--- src/design/stagger_pkg.sv ---
// Purpose: Shared constants for the two-slot power-up stagger sequencer.
// Assumes: A 10 MHz free-running midplane clock.
// Notes: Times are kept in their own units; cycle counts derive from them.
package stagger_pkg;
  // Clock rate in Hz.
  localparam int unsigned CLOCK_HZ = 10000000;
  // Cycles in one second of the timer tick.
  localparam int unsigned CYCLES_PER_SEC = CLOCK_HZ;
  // Stagger interval limits and reset value, in seconds.
  localparam int unsigned DELAY_MIN_SEC = 1;
  localparam int unsigned DELAY_MAX_SEC = 60;
  localparam int unsigned DELAY_DEFAULT_SEC = 30;
  // Width of the seconds counter and delay setting.
  localparam int unsigned SEC_W = 6;
  localparam logic [SEC_W-1:0] DELAY_MIN = 6'h01;
  localparam logic [SEC_W-1:0] DELAY_MAX = 6'h3c;
  localparam logic [SEC_W-1:0] DELAY_RESET = 6'h1e;
  // Number of board slots.
  localparam int unsigned SLOTS = 2;
  // Sequencer states, Gray coded along the usual path.
  typedef enum logic [1:0] {
    ST_IDLE = 2'b00,
    ST_EVAL = 2'b01,
    ST_WAIT = 2'b11,
    ST_RUN = 2'b10
  } seq_state_t;
endpackage

--- src/design/dual_board_powerup_stagger.sv ---
// Purpose: Staggers 12.5V enables to two board slots after power arrives.
// Assumes: Pins are asynchronous and pass two flip-flops before use.
// Notes: The stagger delay is a plain input, clamped into its legal range.
// Contract
// [RULE1] Never enable both slots at the same moment.
// [RULE2] Delay is settable from one second to one minute, thirty by default.
// [RULE3] Both boards at power arrival: slot 0 first, slot 1 after delay.
// [RULE4] Re-seated board while both run is re-enabled without delay.
// [RULE5] Only slot 0 occupied at power arrival: enable it at once.
// [RULE6] Only slot 1 occupied at power arrival: enable it at once.
// [RULE7] Newcomer into empty slot beside running board powers without delay.
// [RULE8] Both empty at power arrival, later inserted: still apply delay.
// [RULE9] Boards drive seated low when mated; high means empty slot.
// [RULE10] Boards drive a power request when starting power-on.
// [RULE11] Supply power-good is active high; power exists only while high.
// [RULE12] Fans of an unpowered slot are switched off.
// [RULE13] Timer counts whole seconds from slot 0 enable, no restart.
// [RULE14] Loss of power-good returns to start with both slots off.
`timescale 1ns/1ps
module dual_board_powerup_stagger
  import stagger_pkg::*;
#(
  parameter int unsigned TICK_CYCLES = CYCLES_PER_SEC
) (
  // Clock and reset.
  input wire logic clock,
  input wire logic reset,
  // Supply and slot pins.
  input wire logic supply_power_good,
  input wire logic [SLOTS-1:0] board_seated_n,
  input wire logic [SLOTS-1:0] board_power_request,
  // Stagger setting in seconds.
  input wire logic [SEC_W-1:0] delay_sec,
  // Slot power and fan enables.
  output logic [SLOTS-1:0] slot_power_en,
  output logic [SLOTS-1:0] slot_fan_en,
  // Sequencer observation.
  output logic [SLOTS-1:0] board_running
);

  // Refuse a prescaler too short to form a one-second tick.
  if (TICK_CYCLES < 2) begin : g_bad_tick
    $error("TICK_CYCLES must be at least two");
  end

  localparam int unsigned TICK_W = $clog2(TICK_CYCLES);
  localparam logic [TICK_W-1:0] TICK_LAST = TICK_W'(TICK_CYCLES - 1);

  logic pg_s1_ff, pg_ff;
  logic [SLOTS-1:0] seat_s1_ff, seat_ff, req_s1_ff, req_ff;
  logic [SLOTS-1:0] present;
  logic [SLOTS-1:0] en_ff;
  seq_state_t state_ff;
  logic both_at_start_ff;
  logic [TICK_W-1:0] tick_cnt_ff;
  logic sec_tick;
  logic [SEC_W-1:0] sec_ff;
  logic [SEC_W-1:0] delay_eff;
  logic delay_done;

  // Two-stage synchronisers for the power-good, seated and request pins.
  always_ff @(posedge clock or posedge reset) begin
    if (reset) begin
      pg_s1_ff <= 1'b0;
      pg_ff <= 1'b0;
      seat_s1_ff <= '1;
      seat_ff <= '1;
      req_s1_ff <= '0;
      req_ff <= '0;
    end else begin
      pg_s1_ff <= supply_power_good;
      pg_ff <= pg_s1_ff; // see [RULE11]
      seat_s1_ff <= board_seated_n;
      seat_ff <= seat_s1_ff;
      req_s1_ff <= board_power_request;
      req_ff <= req_s1_ff;
    end
  end

  // A low seated level marks an occupied slot.
  assign present = ~seat_ff; // see [RULE9]

  // The delay setting is clamped to the legal range.
  always_comb begin
    if (delay_sec < DELAY_MIN) begin
      delay_eff = DELAY_MIN;
    end else if (delay_sec > DELAY_MAX) begin
      delay_eff = DELAY_MAX;
    end else begin
      delay_eff = delay_sec; // see [RULE2]
    end
  end

  // Sequencer: decides stagger once per power application.
  always_ff @(posedge clock or posedge reset) begin
    if (reset) begin
      state_ff <= ST_IDLE;
      both_at_start_ff <= 1'b0;
    end else if (!pg_ff) begin
      state_ff <= ST_IDLE; // see [RULE14]
      both_at_start_ff <= 1'b0;
    end else begin
      case (state_ff)
        ST_IDLE: begin
          state_ff <= ST_EVAL;
        end
        ST_EVAL: begin
          // Both present, or both empty, means slot 1 waits its turn.
          if (present == 2'b11 || present == 2'b00) begin
            both_at_start_ff <= 1'b1; // see [RULE3] see [RULE8]
            state_ff <= ST_WAIT;
          end else begin
            both_at_start_ff <= 1'b0; // see [RULE5] see [RULE6]
            state_ff <= ST_RUN;
          end
        end
        ST_WAIT: begin
          if (en_ff[0] && delay_done) begin
            state_ff <= ST_RUN;
          end else if (en_ff[1] && !en_ff[0]) begin
            // Slot 1 came up alone while slot 0 was empty.
            state_ff <= ST_RUN; // see [RULE7]
          end
        end
        ST_RUN: begin
          state_ff <= ST_RUN;
        end
        default: begin
          state_ff <= ST_IDLE;
        end
      endcase
    end
  end

  // Seconds prescaler, running while slot 0 is enabled and waiting.
  always_ff @(posedge clock or posedge reset) begin
    if (reset) begin
      tick_cnt_ff <= '0;
    end else if (!(state_ff == ST_WAIT && en_ff[0])) begin
      tick_cnt_ff <= '0;
    end else if (tick_cnt_ff == TICK_LAST) begin
      tick_cnt_ff <= '0;
    end else begin
      tick_cnt_ff <= tick_cnt_ff + 1'b1;
    end
  end
  assign sec_tick = (state_ff == ST_WAIT) && en_ff[0] &&
                    (tick_cnt_ff == TICK_LAST);

  // Whole-second counter; starts with slot 0 and never restarts meanwhile.
  always_ff @(posedge clock or posedge reset) begin
    if (reset) begin
      sec_ff <= '0;
    end else if (!(state_ff == ST_WAIT && en_ff[0])) begin
      sec_ff <= '0;
    end else if (sec_tick && !delay_done) begin
      sec_ff <= sec_ff + 1'b1; // see [RULE13]
    end
  end
  assign delay_done = (sec_ff >= delay_eff);

  // Slot enables.
  always_ff @(posedge clock or posedge reset) begin
    if (reset) begin
      en_ff <= '0;
    end else if (!pg_ff || state_ff == ST_IDLE || state_ff == ST_EVAL) begin
      en_ff <= '0; // see [RULE14]
    end else begin
      // Slot 0 follows its seat in every running state.
      en_ff[0] <= present[0];
      if (state_ff == ST_RUN) begin
        // Immediate (re-)enable once staggering is settled, but a slot 1
        // that would rise together with slot 0 lags it by one cycle.
        en_ff[1] <= present[1] && // see [RULE7]
                    (en_ff[0] || !present[0]); // see [RULE1] see [RULE4]
      end else if (!en_ff[0] && !present[0]) begin
        // Slot 0 empty: slot 1 alone may start without wait, but only while both_at_start_ff is clear.
        en_ff[1] <= present[1] && !both_at_start_ff;
      end else begin
        en_ff[1] <= 1'b0; // see [RULE1] see [RULE3]
      end
    end
  end

  assign slot_power_en = en_ff;
  // Fans are off for any slot whose board is unpowered.
  assign slot_fan_en = en_ff; // see [RULE12]
  // A board counts as running when powered and requesting power-on.
  assign board_running = en_ff & req_ff;

  // Slot 1 never turns on together with slot 0.
  property p_no_joint_start;
    @(posedge clock) disable iff (reset)
    !($rose(en_ff[0]) && $rose(en_ff[1]));
  endproperty
  a_no_joint_start: assert property (p_no_joint_start) // see [RULE1]
    else $error("Both slots enabled in the same cycle");

  // Slot 1 waits in the stagger state while the delay is unfinished.
  property p_stagger_hold;
    @(posedge clock) disable iff (reset)
    (state_ff == ST_WAIT && en_ff[0] && !delay_done) |=> !en_ff[1];
  endproperty
  a_stagger_hold: assert property (p_stagger_hold) // see [RULE3]
    else $error("Slot 1 enabled before the delay elapsed");

  // Delay is always within one second to one minute.
  property p_delay_range;
    @(posedge clock) disable iff (reset)
    delay_eff >= DELAY_MIN && delay_eff <= DELAY_MAX;
  endproperty
  a_delay_range: assert property (p_delay_range) // see [RULE2]
    else $error("Effective delay out of range");

  // Power-good loss clears both enables within a cycle.
  property p_pg_loss;
    @(posedge clock) disable iff (reset)
    !pg_ff |=> (en_ff == 2'b00 && state_ff == ST_IDLE);
  endproperty
  a_pg_loss: assert property (p_pg_loss) // see [RULE14]
    else $error("Enables held after power-good loss");

  // In the run state a seated slot 1 is enabled on the next cycle, unless
  // slot 0 is rising in that same cycle.
  property p_reseat;
    @(posedge clock) disable iff (reset)
    (state_ff == ST_RUN && pg_ff && present[1] &&
      (en_ff[0] || !present[0])) |=> en_ff[1];
  endproperty
  a_reseat: assert property (p_reseat) // see [RULE4]
    else $error("Re-seated board not re-enabled at once");

  // A lone slot 0 at evaluation is powered two cycles later.
  property p_lone_zero;
    @(posedge clock) disable iff (reset)
    (state_ff == ST_EVAL && pg_ff && present == 2'b01) ##1
      (pg_ff && present[0]) |=> en_ff[0];
  endproperty
  a_lone_zero: assert property (p_lone_zero) // see [RULE5]
    else $error("Lone slot 0 not enabled at once");

  // A lone slot 1 at evaluation is powered two cycles later.
  property p_lone_one;
    @(posedge clock) disable iff (reset)
    (state_ff == ST_EVAL && pg_ff && present == 2'b10) ##1
      (pg_ff && present[1]) |=> en_ff[1];
  endproperty
  a_lone_one: assert property (p_lone_one) // see [RULE6]
    else $error("Lone slot 1 not enabled at once");

  // The slot 0 fan is off whenever slot 0 power is off.
  property p_fans;
    @(posedge clock) disable iff (reset)
    !en_ff[0] |-> !slot_fan_en[0];
  endproperty
  a_fans: assert property (p_fans) // see [RULE12]
    else $error("Fans on for an unpowered slot");

  // Seconds counter only steps to a non-zero value on a second tick; clearing needs none.
  property p_sec_step;
    @(posedge clock) disable iff (reset)
    (sec_ff != $past(sec_ff) && sec_ff != '0) |-> $past(sec_tick);
  endproperty
  a_sec_step: assert property (p_sec_step) // see [RULE13]
    else $error("Seconds counter moved without a tick");

endmodule // dual_board_powerup_stagger

--- config.mk ---
export PLATFORM = sky130hd
export DESIGN_NAME = dual_board_powerup_stagger
export DESIGN_NICKNAME = d
export VERILOG_FILES = /design/src/design/stagger_pkg.sv /design/src/design/dual_board_powerup_stagger.sv
export SDC_FILE = /design/constraint.sdc
export NUM_CORES = 1
export LEC_CHECK = 0
export ABC_AREA = 1
export BUFFER_PORTS_ARGS = -buffer_cell sky130_fd_sc_hd__buf_4
export CAP_MARGIN = 20
export CORE_MARGIN = 2
export CORE_UTILIZATION = 55
export DETAILED_ROUTE_END_ITERATION = 6
export PLACE_DENSITY = 0.74
export SLEW_MARGIN = 30
export SYNTH_ARGS = -nofsm -noshare
export SYNTH_HDL_FRONTEND = slang
export SYNTH_SLANG_ARGS = --single-unit
--- constraint.sdc ---
create_clock -name clock -period 3 [get_ports clock]
set_input_delay 0 -clock clock [delete_from_list [all_inputs] [get_ports clock]]
set_output_delay 0 -clock clock [all_outputs]
set_load 0.03 [all_outputs]
Word-level counts from Yosys, hierarchy flattened --
Cells that the tools add are included.
Cells by class: bitwise operators 2, mux-type cells 17, $add $sub $neg 2, reduce and logical (&&, ||, !) cells 19, $lt $le $gt $ge 3, eq/ne operators 8
Operators with widths (count):
- 2-to-1 mux 24 bit | 2
- adder 24 x 1 -> 24 bit, second input constant | 1
- == test 24 bit, second input constant | 1
- 2-to-1 mux 6 bit | 4
- logical AND 1 bit | 8
- 2-to-1 mux 2 bit | 4
- one-hot mux 2 bit (4 select lines) | 1
- adder 6 x 1 -> 6 bit, second input constant | 1
- == test 2 bit, second input constant | 3
- greater-or-equal comparator 6 bit | 1
- greater-than comparator 6 bit, second input constant | 1
- < comparator 6 x 1 -> 1 bit, second input constant | 1
- 2-to-1 mux 1 bit | 6
- zero test 1 bit | 5
- zero test 2 bit | 2
- logical OR 1 bit | 4
- != test 2 x 1 -> 1 bit, second input constant | 2
- != test 4 bit, second input constant | 1
- AND 2 bit | 1
- == test 2 x 1 -> 1 bit, second input constant | 1
- NOT 2 bit | 1
Word-level totals: bits in registers 45, bits of input ports 13, logic and storage cells 62

Depth between registers and ports, before layout --
depth in word-level cells 8, mapped depth 12, mapped depth without buffers 12

Least setup slack after synthesis --
Ideal clock, no wire load.
kind reg2reg, start point register sec_ff[3], end point register sec_ff[4], cell stages (with the launch flop) 10, arrival 1.437 ns, buffers on the path 0, path slack 1.445 ns, period minus slack after synthesis 1.555 ns, path through dfrtp_1 > ha_1 > nand2_1 > nand2_1 > nand2_1 > nand2_1 > a21oi_2 > nand3_2 > nand3_1 > nand2_1
Between the ends: word-level cells in the longest chain between the ends 4
Ends and longest elaborated chain:
- start, declared | RTL line dual_board_powerup_stagger.sv:57 | logic [SEC_W-1:0] sec_ff;
- start signal, assigned | RTL line dual_board_powerup_stagger.sv:157 | sec_ff <= sec_ff + 1'b1;
- greater-or-equal comparator 6 bit | RTL line dual_board_powerup_stagger.sv:160 | assign delay_done = (sec_ff >= delay_eff);
- zero test 1 bit | RTL line dual_board_powerup_stagger.sv:156 | end else if (sec_tick && !delay_done) begin
- logical AND 1 bit | RTL line dual_board_powerup_stagger.sv:156
- != test 2 x 1 -> 1 bit (no line)
Parallel ways exist; a longest one is shown, timed or not. The select of a mux whose other input is x is not followed. A chain may end at the register's enable or synchronous reset.

Worst setup path in the final report --
start point register sec_ff[0], end point register sec_ff[4]
The elaborated chain is that of the path after synthesis.

==> flow_summary.toml <==
[status]
status = "finished clean"

[clock_network]
cts_setup_buffers = 0
cts_root_buf = "clkbuf_8"
clkSlewWorstSetupHoldPaths_ns = 0.09
numClockSinks = 45
numCtsBuffers = 5
htree_num_levels = 2
clk-insertion-delay-late_ns = 0.31
cts_tree = "done"
clockBufferDepth = 2

[layout]
diodes = 0
area_delta_synth_final_pct = 13.5
fill_cells = 391
final_util_pct = 66.3
fin_nets = 377
drive_above_1_share_pct = 15.4

[placement]
portBuffers = 18
place.gp.congestion = 0.925
dp_hpwl_um = 3740

[timing]
tns_ns = 0
fmax_mhz = 555
slew_headroom_pct = 55.7
finClkSkew_ns = 0.0131
min_period_over_period_pct = 60.1
rsz0062_at_grt = "false"
finalMaxSlewViolations = 0
period_minus_slack_ns = 1.80
setup_viol = 0
worst_pin_slew_ns = 0.662
hold_violations = 0

[critical_path]
cp_max_fo = 8
end_kind = "flip-flop"
required_ns = 3.21
worstSetupStartpointType = "flip-flop"
crit_type = "flip-flop to flip-flop"
crit_arrival_ns = 2.01

[routing]
ant_nets = 0
drc = 0
vias_per_cell = 5.27
drt_wl_total_um = 5380
drt_pass1_iterations = 4
wl_per_cell_um = 13.2
drt_iter0_markers = 146
vias = 2155

[pwr]
p_seq_share_pct = 53.0
p_sw_mw = 0.287
internal_power_mw = 0.910
finalPower_mw = 1.20
p_per_area_mw_per_mm2 = 406
combPwrFrac_pct = 6.8
power_leakage_nw = 1.30
p_sw_share_pct = 24.0
p_clk_share_pct = 40.2
ir_worst_vdd_uv = 278

[floorplanning]
coreArea_mm2 = 0.00444
die_h_um = 72.7
floorplan.die_area_mm2 = 0.00528
start_util_pct = 58.4
io_pins = 19
num_rows = 24
die_w_um = 72.7

[global_routing]
grt_util_all_layers_pct = 23.5
grt_pass1_vias = 2171
grt_max_degree = 46
grt_antenna_before_repair = 0
grt_pass1_wl_um = 9600
grt_remaining_overflow = 0

[synthesis]
synth_edf_count = 0
synthCells = 329
synth.yosys.seq_area_share_pct = 43.6
avgSynthCellArea_um2 = 7.89
post_synth_num_cell_types = 33
synthesis.nets = 350
ys_warn_count = 0
synthArstFlopShare_pct = 100
synthFlopType = "dfrtp_1"
ys_seq_elements = 45
syn_area_mm2 = 0.00259

[run]
drv_cap = 0

[hold_path]
hold_class = "primary input to flip-flop"
-- synth_stat cells (3+ instances only) --
cell type | n | share of area, %
nand2_2 | 5 | 1.2
o21ai_0 | 8 | 1.5
inv_1 | 40 | 5.8
xor2_1 | 12 | 4.1
buf_4 | 3 | 0.87
nand3_1 | 22 | 4.2
nand4_1 | 15 | 3.6
nor2_4 | 4 | 1.7
nor3_2 | 3 | 1.2
nand2_1 | 72 | 10
a21oi_1 | 9 | 1.7
nor3_1 | 5 | 0.96
xnor2_1 | 3 | 1.0
dfrtp_1 | 41 | 40
nor2_1 | 54 | 7.8
inv_2 | 3 | 0.43
ha_1 | 8 | 3.9
dfstp_2 | 4 | 4.1
nand3_2 | 4 | 1.5
-- worst max-delay path: stages (launching register included) --
cell and delay (ns):
dfrtp_1 0.40, inv_1 0.09, ha_1 0.29, inv_1 0.05
nand2_1 0.04, nand2_1 0.05, nand2_1 0.06, a21oi_2 0.34
nand3_2 0.22, nand3_1 0.12, nand2_1 0.05
-- layout by cell type (no fill, tap or decap) --
cell            n
bufinv_16       1
nand4_1        15
o211ai_1        1
a21oi_2         1
nor2_2          1
nor4_1          1
or2_2           1
a211oi_1        1
nand3_2         4
nor3_2          3
nand3b_1        1
inv_1          39
a21oi_1         9
clkinv_1        1
nand2_2         5
inv_6           2
nor3b_4         1
nor3_1          5
dlygate4sd3_1   6
nand2_1        72
xnor2_1         3
xor2_1         12
o21ai_0         8
dfstp_2         4
inv_2           3
clkbuf_8        5
nand3_1        22
or3_1           1
and3_1          1
a21o_1          1
buf_4          19
ha_1            8
nor3_4          1
nor2_1         54
nor2_4          4
dfrtp_1        41
-- routing by layer --
layer	share of wire, %	vias up	GRT usage, %
met2	50	38	39.9
met4	2.0	0	7.82
met1	45	995	30.3
li1	-	1110	-
met5	0	-	0
met3	2.6	12	4.56
-- repair_timing --
action                    in CTS  in global routing
hold endpoints to repair      46                  0
gates resized for setup        0                  0
hold buffers                   6                  0
-- final timing paths --
kind | start | depth (start not counted) | to | slack [ns]
worst max-delay path | sec_ff[0]$_DFFE_PP0P_ | 10 | sec_ff[4]$_DFFE_PP0P_ | 1.20
min in group asynchronous | reset | 4 | tick_cnt_ff[7]$_DFF_PP0_ | 0.39
worst min register to register | seat_s1_ff[0]$_DFF_PP1_ | 0 | seat_ff[0]$_DFF_PP1_ | 0.36
worst min-delay path | board_power_request[0] | 2 | req_s1_ff[0]$_DFF_PP0_ | 0.34
worst max register to register | sec_ff[0]$_DFFE_PP0P_ | 10 | sec_ff[4]$_DFFE_PP0P_ | 1.20
max in group asynchronous | reset | 4 | tick_cnt_ff[16]$_DFF_PP0_ | 2.23
-- registers in the layout, indices dropped and copies added (netlist names) --
register and flops:
both_at_start_ff 1, pg_ff 1, pg_s1_ff 1, req_ff 2
req_s1_ff 2, seat_ff 2, seat_s1_ff 2, sec_ff 6
slot_fan_en 2, state_ff 2, tick_cnt_ff 24
-- power groups by stage --
stage               Combinational [mW]  Sequential (mW)  Clock [mW]
global route                    0.0940            0.637       0.528
detailed placement              0.0763            0.647           0
CTS                             0.0825            0.635       0.491
global placement                0.0750            0.646           0
floorplan                       0.0470            0.646           0
finish                          0.0818            0.635       0.481
-- final cells by class --
cell class                      instances  area (um^2)  area share (%)
Sequential cell                        45         1130            38.4
Inverter                               43          161            5.48
Multi-Input combinational cell        236         1270            43.1
Clock inverter                          3         47.5            1.61
Clock buffer                            5         68.8            2.34
Timing Repair Buffer                   25          203            6.88
Tap cell                               52         65.1            2.21
-- stage by stage --
step	hold slack (ns)	worst slack (ns)	area, um^2	instances
after floorplan	0.00448	1.45	2590	329
after global placement	0.109	1.27	2770	395
after detailed placement	0.110	1.22	2770	395
after CTS	0.331	1.21	2950	409
after global routing	0.336	0.979	2950	409
final	0.342	1.20	2950	409
-- cell families after synthesis --
family | after synthesis | synth area share (%)
xor+xnor | 15 | 5.06
compound gates | 21 | 4.48
fa+ha+maj | 8 | 3.86
simple gates | 192 | 35.5
buf+inv | 48 | 7.47
flops | 45 | 43.6
Power figures use the tool's default switching activity.
